<file path="src/logic/ocf_pkg.sv">
// constants and types shared by the overcurrent fault limit and response block
// Function
// - A threshold write lands on the one phase named by the phase selector when that selector is 0x00 to 0x03.
// - The comparator only realises thresholds from 8 A to 62 A in steps of 2 A.
// - The threshold word is read in linear format with a 0.25 A step and accepts 0 to 62 A.
// - The stack current limit is the lowest phase threshold times the number of phases.
// - Any overcurrent fault pulls the alert low and sets the fault status bit, whatever the response code.
// - Response code 00 keeps the output regulating through the fault.
// - Response code 10 keeps the output on for the selected delay, then shuts it down.
// - Response code 11 shuts the output down at once.
// - Retry code 000 latches the output off until the fault is cleared.
// - Retry code 001 makes one restart attempt, then stays off until the fault is cleared.
// - Retry codes 010 and 011 make two or three attempts, then stay off until reset.
// - Retry codes 100 to 110 make four to six attempts, then stay off until reset.
// - Retry code 111 restarts without limit until the output is disabled or reset.
// - The timing code gives a delay of 1, 3 or 7 switching periods for codes 0-1, 2-4 and 5-7.
package ocf_pkg;

   // ======================================================================
   // register map and reset values
   localparam int         NPH        = 4;
   localparam logic [7:0] CMD_PHASE  = 8'h04;
   localparam logic [7:0] CMD_OC_LIM = 8'h46;
   localparam logic [7:0] CMD_OC_ACT = 8'h47;
   localparam logic [7:0] PHASE_MAX  = 8'h03;
   localparam logic [7:0] PHASE_ALL  = 8'hFF;
   localparam logic [7:0] PHASE_RST  = 8'hFF;
   localparam logic [15:0] LIM_RST   = 16'hF0F8;
   localparam logic [7:0] ACT_RST    = 8'hC0;

   // ======================================================================
   // action field layout and codes
   localparam int         ACT_RESP_HI  = 7;
   localparam int         ACT_RESP_LO  = 6;
   localparam int         ACT_RETRY_HI = 5;
   localparam int         ACT_RETRY_LO = 3;
   localparam int         ACT_TIME_HI  = 2;
   localparam int         ACT_TIME_LO  = 0;
   localparam logic [1:0] RESP_DELAY   = 2'h2;
   localparam logic [1:0] RESP_NOW     = 2'h3;
   localparam logic [2:0] RETRY_ONCE   = 3'h1;
   localparam logic [2:0] RETRY_EVER   = 3'h7;

   // ======================================================================
   // current scale, in quarter amps
   localparam int                CUR_W     = 10;
   localparam int                TOT_W     = 12;
   localparam logic signed [5:0] LIN_BIAS  = 6'sh02;
   localparam logic [CUR_W-1:0]  LIM_MIN_Q = 10'h020;
   localparam logic [CUR_W-1:0]  LIM_MAX_Q = 10'h0F8;
   localparam logic [CUR_W-1:0]  LIM_MASK  = 10'h3F8;

   // ======================================================================
   // timing
   localparam int               CLK_NS   = 4;
   localparam int               PWM_NS   = 2000;
   localparam int               PWM_CYC  = (PWM_NS + CLK_NS - 1) / CLK_NS;
   localparam int               PWM_W    = 9;
   localparam int               RISE_NS  = 1000;
   localparam int               TMR_W    = 11;
   localparam logic [TMR_W-1:0] RISE_CYC = TMR_W'((RISE_NS + CLK_NS - 1) / CLK_NS);
   localparam logic [TMR_W-1:0] DLY_1    = 11'h001;
   localparam logic [TMR_W-1:0] DLY_3    = 11'h003;
   localparam logic [TMR_W-1:0] DLY_7    = 11'h007;

   typedef enum logic [2:0] {ST_IDLE, ST_RUN, ST_DELAY, ST_HICCUP, ST_RISE, ST_OFF} ocf_state_t;

endpackage

</file>
<file path="src/logic/ocf_cmp_if.sv">
// thresholds out to the phase comparators and their verdicts back
interface ocf_cmp_if;
   import ocf_pkg::*;
   logic [15:0]      limit  [NPH];
   logic [CUR_W-1:0] real_q [NPH];
   logic             over   [NPH];
   modport bank (output limit, input real_q, input over);
   modport cmp  (input limit, output real_q, output over);
endinterface

</file>
<file path="src/logic/ocf_cmp.sv">
// per-phase threshold realisation and peak current comparison
module ocf_cmp (
   input wire logic                                      clk,
   input wire logic                                      rst,
   input wire logic [ocf_pkg::NPH-1:0][ocf_pkg::CUR_W-1:0] peak_cur,
   ocf_cmp_if.cmp                                         b
);
   import ocf_pkg::*;

   // negative mantissas read as zero; large exponents saturate
   function automatic logic [CUR_W-1:0] realise(input logic [15:0] w);
      logic signed [5:0] k;
      logic [17:0]       q;
      logic [CUR_W-1:0]  r;
      k = $signed({w[15], w[15:11]}) + LIN_BIAS;
      if (w[10])
         q = '0;
      else if (k < 0)
         q = {7'h00, w[10:0]} >> 6'(-k);
      else
         q = {7'h00, w[10:0]} << ((k > 6'sh07) ? 3'h7 : 3'(k));
      r = (q > 18'(LIM_MAX_Q)) ? LIM_MAX_Q : q[CUR_W-1:0];
      r = r & LIM_MASK;
      if (r < LIM_MIN_Q)
         r = LIM_MIN_Q;
      return r;
   endfunction

   generate
      for (genvar i = 0; i < NPH; i++) begin : g_ph
         logic [CUR_W-1:0] next_real;
         logic             next_over;
         always_comb begin
            next_real = realise(b.limit[i]);
            next_over = peak_cur[i] > next_real;
         end
         always_ff @(posedge clk or posedge rst) begin
            if (rst) begin
               b.real_q[i] <= LIM_MAX_Q;
               b.over[i]   <= 1'b0;
            end else begin
               b.real_q[i] <= next_real;
               b.over[i]   <= next_over;
            end
         end
         a_realised_grid: assert property (@(posedge clk) disable iff (rst)
            b.real_q[i] >= LIM_MIN_Q && b.real_q[i] <= LIM_MAX_Q && b.real_q[i][2:0] == 3'h0)
            else $error("realised threshold off the 2 A grid");
         a_linear_lsb: assert property (@(posedge clk) disable iff (rst)
            (b.limit[i][15:11] == 5'h1E && b.limit[i][10:0] >= 11'h020 && b.limit[i][10:0] <= 11'h0F8)
            |=> b.real_q[i] == ($past(b.limit[i][9:0]) & LIM_MASK))
            else $error("quarter amp step misread");
         a_over_detect: assert property (@(posedge clk) disable iff (rst)
            $stable(b.limit[i]) |=> b.over[i] == ($past(peak_cur[i]) > $past(b.real_q[i])))
            else $error("over flag disagrees with realised threshold");
      end
   endgenerate

endmodule

</file>
<file path="src/logic/ocf_timer.sv">
// down counter for shutdown delay, hiccup gap and rise time
module ocf_timer (
   input  wire logic                       clk,
   input  wire logic                       rst,
   input  wire logic                       load,
   input  wire logic [ocf_pkg::TMR_W-1:0]  load_val,
   input  wire logic                       tick,
   output logic                            done
);
   import ocf_pkg::*;

   logic [TMR_W-1:0] cnt;
   logic [TMR_W-1:0] next_cnt;
   logic             busy;
   logic             next_busy;
   logic             next_done;

   // a reload restarts the count, so a newer request always wins
   always_comb begin
      next_cnt  = cnt;
      next_busy = busy;
      next_done = 1'b0;
      if (load) begin
         next_cnt  = load_val;
         next_busy = 1'b1;
      end else if (busy && tick) begin
         if (cnt <= 11'h001) begin
            next_busy = 1'b0;
            next_done = 1'b1;
         end else begin
            next_cnt = cnt - 11'h001;
         end
      end
   end

   always_ff @(posedge clk or posedge rst) begin
      if (rst) begin
         cnt  <= '0;
         busy <= 1'b0;
         done <= 1'b0;
      end else begin
         cnt  <= next_cnt;
         busy <= next_busy;
         done <= next_done;
      end
   end

endmodule

</file>
<file path="src/logic/ocf_top.sv">
// overcurrent fault threshold bank and fault response sequencer
module ocf_top (
   input  wire logic                                         CLK,
   input  wire logic                                         SYS_RST,
   input  wire logic [7:0]                                   CMD_CODE,
   input  wire logic [15:0]                                  CMD_WDATA,
   input  wire logic                                         CMD_WR,
   input  wire logic                                         CMD_RD,
   input  wire logic [ocf_pkg::NPH-1:0][ocf_pkg::CUR_W-1:0]  PEAK_CUR,
   input  wire logic                                         OP_ENABLE,
   input  wire logic                                         FAULT_CLEAR,
   output logic [15:0]                                       RD_DATA,
   output logic                                              RD_VALID,
   output logic                                              OUT_ENABLE,
   output logic                                              ALERT_OUT_N,
   output logic                                              STATUS_OC_FAULT,
   output logic [ocf_pkg::TOT_W-1:0]                         TOTAL_LIMIT
);
   import ocf_pkg::*;

   ocf_cmp_if b ();

   // ======================================================================
   // phase comparators and shared timer
   logic             tmr_load;
   logic [TMR_W-1:0] tmr_val;
   logic             tmr_tick;
   logic             tmr_done;

   ocf_cmp u_cmp (
      .clk      (CLK),
      .rst      (SYS_RST),
      .peak_cur (PEAK_CUR),
      .b        (b.cmp)
   );

   ocf_timer u_tmr (
      .clk      (CLK),
      .rst      (SYS_RST),
      .load     (tmr_load),
      .load_val (tmr_val),
      .tick     (tmr_tick),
      .done     (tmr_done)
   );

   // ======================================================================
   // switching period enable
   logic [PWM_W-1:0] pwm_cnt;
   logic [PWM_W-1:0] next_pwm_cnt;
   logic             pwm_tick;
   logic             next_pwm_tick;

   always_comb begin
      next_pwm_tick = pwm_cnt == PWM_W'(PWM_CYC - 1);
      next_pwm_cnt  = next_pwm_tick ? '0 : pwm_cnt + 9'h001;
   end

   always_ff @(posedge CLK or posedge SYS_RST) begin
      if (SYS_RST) begin
         pwm_cnt  <= '0;
         pwm_tick <= 1'b0;
      end else begin
         pwm_cnt  <= next_pwm_cnt;
         pwm_tick <= next_pwm_tick;
      end
   end

   // ======================================================================
   // command registers
   logic [7:0]       phase;
   logic [7:0]       next_phase;
   logic [7:0]       act;
   logic [7:0]       next_act;
   logic [15:0]      next_limit [NPH];
   logic [15:0]      next_rd_data;
   logic [1:0]       idx;
   logic             ph_one;
   logic             ph_all;
   logic [CUR_W-1:0] min_q;
   logic [TOT_W-1:0] next_total;

   always_comb begin
      idx    = phase[1:0];
      ph_one = phase <= PHASE_MAX;
      ph_all = phase == PHASE_ALL;
      for (int i = 0; i < NPH; i++) begin
         next_limit[i] = b.limit[i];
         if (CMD_WR && CMD_CODE == CMD_OC_LIM && (ph_all || (ph_one && idx == 2'(i))))
            next_limit[i] = CMD_WDATA;
      end
      next_phase = phase;
      // selector values that name no phase are refused and the old one kept
      if (CMD_WR && CMD_CODE == CMD_PHASE && (CMD_WDATA[7:0] <= PHASE_MAX || CMD_WDATA[7:0] == PHASE_ALL))
         next_phase = CMD_WDATA[7:0];
      next_act = act;
      if (CMD_WR && CMD_CODE == CMD_OC_ACT)
         next_act = CMD_WDATA[7:0];
      next_rd_data = RD_DATA;
      if (CMD_RD) begin
         unique case (CMD_CODE)
            CMD_PHASE:  next_rd_data = {8'h00, phase};
            CMD_OC_LIM: next_rd_data = ph_one ? b.limit[idx] : b.limit[0];
            CMD_OC_ACT: next_rd_data = {8'h00, act};
            default:    next_rd_data = 16'h0000;
         endcase
      end
      min_q = b.real_q[0];
      for (int i = 1; i < NPH; i++)
         if (b.real_q[i] < min_q)
            min_q = b.real_q[i];
      next_total = TOT_W'(min_q) * TOT_W'(NPH);
   end

   always_ff @(posedge CLK or posedge SYS_RST) begin
      if (SYS_RST) begin
         phase       <= PHASE_RST;
         act         <= ACT_RST;
         RD_DATA     <= 16'h0000;
         RD_VALID    <= 1'b0;
         TOTAL_LIMIT <= '0;
         for (int i = 0; i < NPH; i++)
            b.limit[i] <= LIM_RST;
      end else begin
         phase       <= next_phase;
         act         <= next_act;
         RD_DATA     <= next_rd_data;
         RD_VALID    <= CMD_RD;
         TOTAL_LIMIT <= next_total;
         for (int i = 0; i < NPH; i++)
            b.limit[i] <= next_limit[i];
      end
   end

   // ======================================================================
   // fault status and alert
   logic over_any;
   logic next_status;

   always_comb begin
      over_any = 1'b0;
      for (int i = 0; i < NPH; i++)
         over_any = over_any | b.over[i];
      // a fault in the clearing cycle keeps the bit set
      next_status = over_any | (STATUS_OC_FAULT & ~FAULT_CLEAR);
   end

   always_ff @(posedge CLK or posedge SYS_RST) begin
      if (SYS_RST) begin
         STATUS_OC_FAULT <= 1'b0;
         ALERT_OUT_N     <= 1'b1;
      end else begin
         STATUS_OC_FAULT <= next_status;
         ALERT_OUT_N     <= ~next_status;
      end
   end

   // ======================================================================
   // response sequencer
   ocf_state_t       st;
   ocf_state_t       next_st;
   logic [2:0]       tries;
   logic [2:0]       next_tries;
   logic             next_out;
   logic             do_shut;
   logic             give_up;
   logic [1:0]       resp;
   logic [2:0]       retry;
   logic [2:0]       tcode;
   logic [TMR_W-1:0] dly;
   logic [TMR_W-1:0] hic;

   always_comb begin
      resp  = act[ACT_RESP_HI:ACT_RESP_LO];
      retry = act[ACT_RETRY_HI:ACT_RETRY_LO];
      tcode = act[ACT_TIME_HI:ACT_TIME_LO];
      dly   = (tcode < 3'h2) ? DLY_1 : (tcode < 3'h5) ? DLY_3 : DLY_7;
      hic   = (tcode < 3'h2) ? RISE_CYC : TMR_W'(tcode) * RISE_CYC;
      // code 000 gives up at once, code 111 never does
      give_up  = (retry != RETRY_EVER) && (tries >= retry);
      next_st  = st;
      next_tries = tries;
      tmr_load = 1'b0;
      tmr_val  = RISE_CYC;
      do_shut  = 1'b0;
      unique case (st)
         ST_IDLE: begin
            if (OP_ENABLE)
               next_st = ST_RUN;
         end
         ST_RUN, ST_RISE: begin
            if (over_any && resp == RESP_NOW) begin
               do_shut = 1'b1;
            end else if (over_any && resp == RESP_DELAY) begin
               next_st  = ST_DELAY;
               tmr_load = 1'b1;
               tmr_val  = dly;
            end else if (st == ST_RISE && tmr_done) begin
               next_st    = ST_RUN;
               next_tries = 3'h0;
            end
         end
         ST_DELAY: begin
            if (tmr_done)
               do_shut = 1'b1;
         end
         ST_HICCUP: begin
            if (tmr_done) begin
               next_st    = ST_RISE;
               next_tries = (tries == 3'h7) ? tries : tries + 3'h1;
               tmr_load   = 1'b1;
               tmr_val    = RISE_CYC;
            end
         end
         ST_OFF: begin
            if (FAULT_CLEAR && retry <= RETRY_ONCE) begin
               next_st    = ST_IDLE;
               next_tries = 3'h0;
            end
         end
      endcase
      if (do_shut) begin
         if (give_up) begin
            next_st = ST_OFF;
         end else begin
            next_st  = ST_HICCUP;
            tmr_load = 1'b1;
            tmr_val  = hic;
         end
      end
      // disabling the output ends a retry run but never frees a latched one
      if (!OP_ENABLE && st != ST_OFF) begin
         next_st    = ST_IDLE;
         next_tries = 3'h0;
         tmr_load   = 1'b0;
      end
      tmr_tick = (st == ST_DELAY) ? pwm_tick : 1'b1;
      next_out = next_st inside {ST_RUN, ST_DELAY, ST_RISE};
   end

   always_ff @(posedge CLK or posedge SYS_RST) begin
      if (SYS_RST) begin
         st         <= ST_IDLE;
         tries      <= 3'h0;
         OUT_ENABLE <= 1'b0;
      end else begin
         st         <= next_st;
         tries      <= next_tries;
         OUT_ENABLE <= next_out;
      end
   end

   // ======================================================================
   // checks
   a_single_phase: assert property (@(posedge CLK) disable iff (SYS_RST)
      (CMD_WR && CMD_CODE == CMD_OC_LIM && phase <= PHASE_MAX)
      |=> b.limit[$past(phase[1:0])] == $past(CMD_WDATA))
      else $error("phase write missed its phase");
   a_all_phases: assert property (@(posedge CLK) disable iff (SYS_RST)
      (CMD_WR && CMD_CODE == CMD_OC_LIM && phase == PHASE_ALL)
      |=> b.limit[0] == $past(CMD_WDATA) && b.limit[NPH-1] == $past(CMD_WDATA))
      else $error("broadcast write missed a phase");
   a_stack_limit: assert property (@(posedge CLK) disable iff (SYS_RST)
      1 |=> TOTAL_LIMIT <= TOT_W'($past(b.real_q[0])) * TOT_W'(NPH)
            && TOTAL_LIMIT >= TOT_W'(LIM_MIN_Q) * TOT_W'(NPH))
      else $error("stack limit above lowest phase");
   a_alert_on_fault: assert property (@(posedge CLK) disable iff (SYS_RST)
      over_any |=> !ALERT_OUT_N && STATUS_OC_FAULT)
      else $error("fault without alert");
   a_ignore_runs: assert property (@(posedge CLK) disable iff (SYS_RST)
      (st == ST_RUN && OP_ENABLE && resp[1] == 1'b0) |=> OUT_ENABLE && st == ST_RUN)
      else $error("ignored fault stopped the output");
   a_delay_holds: assert property (@(posedge CLK) disable iff (SYS_RST)
      (st == ST_RUN && OP_ENABLE && over_any && resp == RESP_DELAY)
      |=> st == ST_DELAY ##1 (OUT_ENABLE || !$past(OP_ENABLE)))
      else $error("delayed shutdown cut short");
   a_now_stops: assert property (@(posedge CLK) disable iff (SYS_RST)
      (st inside {ST_RUN, ST_RISE} && over_any && resp == RESP_NOW) |=> !OUT_ENABLE)
      else $error("immediate shutdown late");
   a_latch_holds: assert property (@(posedge CLK) disable iff (SYS_RST)
      (st == ST_OFF && !(FAULT_CLEAR && retry <= RETRY_ONCE)) |=> st == ST_OFF && !OUT_ENABLE)
      else $error("latched output released");
   a_retry_bound: assert property (@(posedge CLK) disable iff (SYS_RST)
      (st == ST_RISE && retry != RETRY_EVER) |-> tries <= retry)
      else $error("too many restart attempts");
   a_hiccup_off: assert property (@(posedge CLK) disable iff (SYS_RST || !OP_ENABLE)
      (st != ST_HICCUP ##1 st == ST_HICCUP) |-> (!OUT_ENABLE && st == ST_HICCUP) [*8])
      else $error("hiccup gap too short");
   a_status_sticky: assert property (@(posedge CLK) disable iff (SYS_RST)
      (STATUS_OC_FAULT && !FAULT_CLEAR) |=> STATUS_OC_FAULT && !ALERT_OUT_N)
      else $error("fault status dropped without a clear");
   a_selector_kept: assert property (@(posedge CLK) disable iff (SYS_RST)
      (CMD_WR && CMD_CODE == CMD_PHASE && CMD_WDATA[7:0] > PHASE_MAX && CMD_WDATA[7:0] != PHASE_ALL)
      |=> phase == $past(phase))
      else $error("phase selector took a value that names no phase");
   a_rise_release: assert property (@(posedge CLK) disable iff (SYS_RST)
      (st == ST_RISE && tmr_done && !over_any && OP_ENABLE) |=> st == ST_RUN && OUT_ENABLE)
      else $error("clean restart did not resume regulation");
   a_clear_release: assert property (@(posedge CLK) disable iff (SYS_RST)
      (st == ST_OFF && FAULT_CLEAR && retry <= RETRY_ONCE) |=> st == ST_IDLE)
      else $error("cleared latch did not release");

endmodule

</file>
<file path="config.mk">
export PLATFORM = sky130hd
export DESIGN_NAME = ocf_top
export DESIGN_NICKNAME = d
export VERILOG_FILES = /design/src/logic/ocf_pkg.sv /design/src/logic/ocf_cmp_if.sv /design/src/logic/ocf_cmp.sv /design/src/logic/ocf_timer.sv /design/src/logic/ocf_top.sv
export SDC_FILE = /design/constraint.sdc
export NUM_CORES = 1
export LEC_CHECK = 0
export ABC_AREA = 1
export BUFFER_PORTS_ARGS = -buffer_cell sky130_fd_sc_hd__buf_2
export CORE_MARGIN = 2
export CORE_UTILIZATION = 59
export CTS_CLUSTER_DIAMETER = 40
export DETAILED_ROUTE_END_ITERATION = 6
export HOLD_SLACK_MARGIN = 0.05
export PLACE_DENSITY_LB_ADDON = 0.2
export SYNTH_ARGS = -nofsm -noshare
export SYNTH_HDL_FRONTEND = slang
export SYNTH_SLANG_ARGS = --single-unit
</file>
<file path="constraint.sdc">
create_clock -name CLK -period 6.2 [get_ports CLK]
set_input_delay 0.31 -clock CLK [delete_from_list [all_inputs] [get_ports CLK]]
set_output_delay 0.31 -clock CLK [all_outputs]
set_load 0.05 [all_outputs]
</file>
==> results.toml, run 1 <==
[drt]
postRouteAntennaNets = 0
dr.pass1.iters = 6
first_iter_violations = 1342
avgViaCountPerCell = 5.80
vias = 13500
wl_per_cell_um = 15.6
drc = 0
wirelength_mm = 36.4

[synthesis]
synth_ff_type = "dfrtp_1"
synth_warnings = 0
synth-edff-count = 0
syn_area_mm2 = 0.0134
yosys_register_bits = 168
ys_seq_area_share_pct = 32.1
synthArstFlopShare_pct = 100
syn_avg_cell_area_um2 = 6.83
synthCells = 1956
ys_types = 68

[power_and_ir_drop]
p_per_area_mw_per_mm2 = 282
peakVddDrop_uv = 163
leakagePower_nw = 7.17

[critical_path]
path_buf_inv = 1
arrival_ns = 5.26
end_kind = "flop"
worstPathRequired_ns = 6.53
crit_type = "flop to flop"
cp_max_fo = 14
start_kind = "flop"
crit_path_max_incr_delay_ns = 0.70
cpMostUsedCell = "nand2_1"
cp_top_family = "compound AO/OA/AOI/OAI gates"
crit_path_top_delay_cell = "a211oi_1"
path_cells = "inv_1 -> ha_1 -> a21oi_1 -> o21a_1 -> nand2_1 -> o21ai_0 -> ha_1 -> a21oi_1 -> nor2_1 -> a211oi_1 -> nand2_1 -> o21ai_0 -> ha_1 -> a21oi_1 -> nor2_1 -> a211oi_1 -> nand2_1 -> nand2_1 -> nand2_1"

[timing]
drv_slew = 0
fin_tns_setup_ns = 0
report.final.setup_viol = 0
slew_headroom_pct = 40.3
hold_viol_final = 0
rsz0062_at_grt = "no"
fin_crit_ns = 4.94
fmax_mhz = 203
finalClockSkew_ns = 0.0100
period_share_pct = 79.6
tightestPinTransition_ns = 0.891

[placed_design]
place_area_mm2 = 0.0140
io_buffers = 96
dp.cells = 2300
gp_congestion = 0.964
dpl.hpwl_mm = 27.6

[finish]
n_antenna_cell = 0
seqCellArea_mm2 = 0.00429
final_cell_mix = "510 x nand2_1, 251 x nand3_1, 234 x inv_1, 159 x o21ai_0, 155 x nor2_1"
fillers = 2043
drive_above_1_share_pct = 13.2
fin_area_mm2 = 0.0146
syn_to_final_growth_pct = 9.27
multi_input_area_mm2 = 0.00790
layout_commonest_cell = "nand2_1"
fin_nets = 2184
fin_cells = 2333

[status]
status = "complete, no violations"

[grt]
track_usage_pct = 30.9
grt_max_degree = 74
overflow = 0
grt_pass1_wl_mm = 60.3
grt_pass1_vias = 12400
antenna_found_initial = 0

[cts]
clkTransAtPathRegs_ns = 0.07
htree_levels = 4
cts_tree = "built"
cts_root_buffer = "clkbuf_16"
ctsLongestPathBuffers = 2
clock_sinks = 168
clock_latency_ns = 0.44
cts_made_buffers = 17

[hold_path]
hold_path_class = "input port to flop"

[floorplan]
die-area_mm2 = 0.0239
core-area_mm2 = 0.0224
io_pins = 102
die_height_um = 154
start_util_pct = 59.5
num_rows = 55
die_width_um = 154

[run]
drv_cap = 0
## cell type report
type / count / area share, %
multi-input combinational: 1499 / 54.1
inverter: 250 / 6.52
clock buffer: 19 / 3.03
sequential: 168 / 29.4
clock inverter: 13 / 1.06
timing repair buffer: 99 / 3.46
tap: 285 / 2.44
## Yosys cell counts (6+ instances only)
master | n | area share [%]
a21oi_1 | 72 | 2.7
a31oi_1 | 6 | 0.28
and2_1 | 8 | 0.37
buf_2 | 6 | 0.22
buf_4 | 7 | 0.39
buf_6 | 6 | 0.51
clkbuf_1 | 35 | 0.98
dfrtp_1 | 101 | 19
dfstp_2 | 67 | 13
ha_1 | 75 | 7.0
inv_1 | 235 | 6.6
inv_2 | 10 | 0.28
nand2_1 | 510 | 14
nand2_2 | 21 | 0.98
nand3_1 | 251 | 9.4
nand3_2 | 8 | 0.60
nand3b_1 | 9 | 0.51
nand4_1 | 25 | 1.2
nor2_1 | 155 | 4.4
nor3_1 | 19 | 0.71
nor4_1 | 7 | 0.33
o211ai_1 | 10 | 0.56
o21ai_0 | 159 | 6.0
o21ai_1 | 9 | 0.34
o221ai_1 | 8 | 0.52
o22ai_1 | 22 | 1.0
o41ai_1 | 8 | 0.52
xnor2_1 | 8 | 0.52
xor2_1 | 12 | 0.79
## worst register-to-register path, cell delays in order, from the launching register on
cell      delay [ns]
dfstp_2         0.52
inv_1           0.06
ha_1            0.29
a21oi_1         0.18
o21a_1          0.13
nand2_1         0.23
o21ai_0         0.37
ha_1            0.31
a21oi_1         0.15
nor2_1          0.05
a211oi_1        0.23
nand2_1         0.27
o21ai_0         0.29
ha_1            0.29
a21oi_1         0.16
nor2_1          0.06
a211oi_1        0.70
nand2_1         0.33
nand2_1         0.15
nand2_1         0.06
## state kept, by name (all words and copies together) (netlist names), 3 cells and up
signal,count
TOTAL_LIMIT,7
u_tmr.cnt,11
pwm_cnt,9
st,3
phase,8
RD_DATA,16
act,8
u_cmp.b.real_q,28
tries,3
u_cmp.b.over,4
b.limit,64
## path summary, 6_finish.rpt
path	startpoint	end	slack [ns]	depth (start not counted)
setup / recovery	u_cmp.b.real_q[37]	TOTAL_LIMIT[9]	1.26	19
setup reg to reg	u_cmp.b.real_q[37]	TOTAL_LIMIT[9]	1.26	19
hold reg to reg	STATUS_OC_FAULT	ALERT_OUT_N	0.44	1
max in group asynchronous	SYS_RST	b.limit[42]	4.60	4
hold / removal	FAULT_CLEAR	ALERT_OUT_N	0.1	3
min in group asynchronous	SYS_RST	pwm_tick	0.51	3
## per-layer routing
metal	wire, um	GRT usage (%)	up-vias
li1	-	-	6644
met1	15900	42.3	6256
met2	16700	50.6	557
met3	2850	5.77	81
met4	888	8.60	0
met5	0	0	-
## what timing repair did
item,CTS,global route
hold buffers,1,0
hold endpoints to repair,49,0
resized for setup,0,0
buffers inserted,0,0
## power breakdown
part,total [mW],switching (mW),internal [mW]
Sequential,1.43,0.125,1.31
Clock,1.11,0.489,0.616
Combinational,1.58,1.04,0.534
## through the flow
step / hold slack, ns / power [mW] / util (%) / setup WS [ns]
3_3_place_gp: 0.424 / 2.96 / 62.3 / 1.55
4_1_cts: 0.0957 / 4.11 / 65.1 / 1.30
3_5_place_dp: 0.424 / 3.01 / 62.3 / 1.32
6_report: 0.0983 / 4.12 / 65.1 / 1.26
2_1_floorplan: 0.341 / 2.63 / - / 1.45
5_1_grt: 0.103 / 4.43 / 65.1 / 0.839
## cell families (layout without fill, tap and decap cells)
family,after synthesis,after routing,synth area share (%)
simple gates,1040,1040,34.6
compound gates,334,334,14.5
buf+inv,308,381,9.31
flops,168,168,32.1
fa+ha+maj,79,79,7.63
xor+xnor,22,22,1.56
mux,3,3,0.225
other cells,2,21,0.0562
Power figures use the tool's default switching activity.
==> run 2: changes to the inputs <==
--- a/config.mk
+++ b/config.mk
@@ -5,10 +5,10 @@
 export SDC_FILE = /design/constraint.sdc
 export NUM_CORES = 1
 export LEC_CHECK = 0
-export ABC_AREA = 1
+export ABC_AREA = 0
 export BUFFER_PORTS_ARGS = -buffer_cell sky130_fd_sc_hd__buf_2
 export CORE_MARGIN = 2
-export CORE_UTILIZATION = 59
+export CORE_UTILIZATION = 56
 export CTS_CLUSTER_DIAMETER = 40
 export DETAILED_ROUTE_END_ITERATION = 6
 export HOLD_SLACK_MARGIN = 0.05
==> constraint.sdc (replaced) <==
create_clock -name CLK -period 4 [get_ports CLK]
set_input_delay 0.2 -clock CLK [delete_from_list [all_inputs] [get_ports CLK]]
set_output_delay 0.2 -clock CLK [all_outputs]
set_load 0.05 [all_outputs]
==> run 2 against run 1 <==
The flow now finishes with violations (setup timing). Area after synthesis rose by 2.1%. Highest routed layer is now met5. Worst setup slack worse by 1.7 ns. Cell area grew 14%. Critical path depth rose by 2. Routed wire length rose by 12%. Largest cell class unchanged.
==> results.toml, run 2 <==
[critical_path]
path_cells = "inv_2 -> ha_4 -> o2111a_1 -> o31ai_4 -> o21ai_4 -> buf_12 -> mux2i_4 -> ha_1 -> nand4_1 -> o21bai_2 -> buf_6 -> o41ai_4 -> buf_6 -> nor2_2 -> a21oi_2 -> ha_2 -> o21ai_2 -> o311ai_2 -> a21o_1 -> buf_6 -> mux2i_1"
end_kind = "flop"
worstPathRequired_ns = 4.36
cp_max_fo = 7
reg2reg_setup_slack_ns = -0.45
crit_type = "flop to flop"
crit_path_max_incr_delay_ns = 0.55
cpMostUsedCell = "buf_6"
arrival_ns = 4.82
start_kind = "flop"
crit_path_top_delay_cell = "dfstp_2"

[status]
violations = "setup timing"
status = "finished with violations"

[synthesis]
syn_avg_cell_area_um2 = 8.91
synth_top_cells_by_count = "124 x nand2_1, 106 x a21oi_1, 101 x dfrtp_1"
yosysTopAreaCell = "dfrtp_1"
synthArstFlopShare_pct = 100
synth_ff_type = "dfrtp_1"
synth_warnings = 0
yosys-top-cells-area = "dfrtp_1 19%, dfstp_2 13%, ha_1 6.9%"
ys_types = 98
yosys.area.top_type_share_pct = 18.5
yosys_register_bits = 168
ys_seq_area_share_pct = 31.4
synthCells = 1530
yosysMostFrequentCell = "nand2_1"
synth-edff-count = 0
syn_area_mm2 = 0.0136

[drt]
first_iter_violations = 1264
avgViaCountPerCell = 6.31
postRouteAntennaNets = 0
wl_per_cell_um = 19.9
drc = 0
vias = 12900
dr.pass1.iters = 6
wirelength_mm = 40.8

[power_and_ir_drop]
p_per_area_mw_per_mm2 = 297
peakVddDrop_uv = 226
leakagePower_nw = 7.07

[timing]
fin_crit_ns = 4.45
period_share_pct = 111
rsz0062_at_grt = "yes"
layout_setup_ws_ns = -0.453
slew_headroom_pct = 40.8
fmax_mhz = 225
tightestPinTransition_ns = 0.885
report.final.setup_viol = 7
finalClockSkew_ns = 0.0156
drv_slew = 0
hold_viol_final = 0
fin_tns_setup_ns = -3.07

[finish]
final_cell_mix = "123 x buf_4, 122 x nand2_1, 101 x dfrtp_1, 96 x buf_2, 94 x a21oi_1"
fillers = 1925
drive_above_1_share_pct = 33.2
seqCellArea_mm2 = 0.00429
multi_input_area_mm2 = 0.00949
layout_commonest_cell = "buf_4"
syn_to_final_growth_pct = 22.3
top_register = "b.limit"
fin_nets = 1860
largest_register_ffs = 64
reg_top3 = "b.limit: 64 flops, u_cmp.b.real_q: 28 flops, RD_DATA: 16 flops"

[grt]
grt_pass1_vias = 12200
antenna_found_initial = 3
overflow = 0
grt_max_degree = 111
track_usage_pct = 31.0
grt_pass1_wl_mm = 63.8

[cts]
clock_latency_ns = 0.44
clock_sinks = 168
cts_made_buffers = 17
ctsLongestPathBuffers = 2
cts_root_buffer = "clkbuf_16"
htree_levels = 4
clkTransAtPathRegs_ns = 0.08
cts_tree = "built"

[placed_design]
io_buffers = 96
dpl.hpwl_mm = 28.7
gp_congestion = 0.936
pre_cts_ws_ns = -0.390

[floorplan]
num_rows = 57
die_height_um = 160
io_pins = 102
core-area_mm2 = 0.0241
die_width_um = 160
start_util_pct = 56.6
die-area_mm2 = 0.0256

[run]
drv_cap = 0

[hold_path]
hold_path_class = "input port to flop"
[run 2: cell types whose count changed in the layout (fill, tap and decap cells not counted), sizes merged, moves of 65 or more]
cell | before | now
nand3 | 259 | 52
inv | 254 | 81
o21ai | 172 | 99
nand2 | 537 | 124
mux2 | 0 | 83
nor2 | 162 | 97
buf | 98 | 229
[run 2: repair_timing]
action	in CTS	in global routing
hold buffers	6	0
endpoints found under the hold margin	74	0
gates cloned	1	0
pin swaps	20	36
gates resized for setup	42	115
buffers inserted	11	24
endpoints found under the setup margin	9	11
[run 2: layout make-up]
cell class | instances | share of cell area, %
diodes | 2 | 0.0300
clock buffers | 18 | 2.63
clock inverters | 14 | 1.06
inverters | 74 | 1.69
multi-input cells | 1214 | 56.9
flip-flops and latches | 168 | 25.7
well taps | 324 | 2.43
repair buffers | 236 | 9.61
[run 2: kinds of logic (layout without fill, tap and decap cells)]
family	after synthesis	in the layout	synth area share (%)
buffers and inverters	167	342	4.97
muxes	152	152	13.5
DFF	168	168	31.4
adders and majority gates	79	79	7.47
and+or+nand+nor	476	476	17.7
xor gates and xnor gates	25	25	1.71
other	2	23	0.0551
AOI/OAI and AO/OA	461	461	23.2
[run 2: worst max-delay path, delay by kind of cell, from the launching register on]
family | cells | cell delay, ns
AOI/OAI and AO/OA | 9 | 1.68
adders and majority gates | 3 | 0.77
buffers and inverters | 5 | 0.69
DFF | 1 | 0.55
muxes | 2 | 0.46
and+or+nand+nor | 2 | 0.24
[run 2: path summary, 6_finish.rpt]
check / startpoint / depth (start not counted) / to
setup / recovery: u_cmp.b.real_q[37] / 21 / TOTAL_LIMIT[8]
hold / removal: PEAK_CUR[12] / 3 / u_cmp.b.over[2]
setup reg to reg: u_cmp.b.real_q[37] / 21 / TOTAL_LIMIT[8]
hold reg to reg: phase[5] / 2 / phase[5]
max in group asynchronous: SYS_RST / 4 / TOTAL_LIMIT[9]
min in group asynchronous: SYS_RST / 4 / u_tmr.cnt[6]
[run 2: metrics by stage]
stage	cell area [um2]	hold WS (ns)	util (%)	total power, mW	std cells
final	16700	0.0765	69.2	4.96	2050
after global routing	16700	0.0789	69.2	5.18	2048
after CTS	16000	0.0611	66.3	4.86	2025
after detailed placement	15000	0.414	62.2	2.98	1975
after global placement	15000	0.416	62.2	2.95	1975
after floorplan	13800	0.231	-	2.68	1549
[run 2: metal layers]
metal | wire length, um | GRT usage [%] | up-vias | share of wire (%)
met3 | 2650 | 5.12 | 101 | 6.5
met1 | 17600 | 42.0 | 6228 | 43
met2 | 19400 | 50.7 | 533 | 47
met5 | 13 | 0 | - | 0.032
met4 | 1120 | 10.3 | 2 | 2.7
li1 | - | - | 6080 | -
[run 2: where the power goes]
group | internal (mW) | switching, mW
Combinational | 0.559 | 0.686
Clock | 0.968 | 0.797
Sequential | 1.84 | 0.115
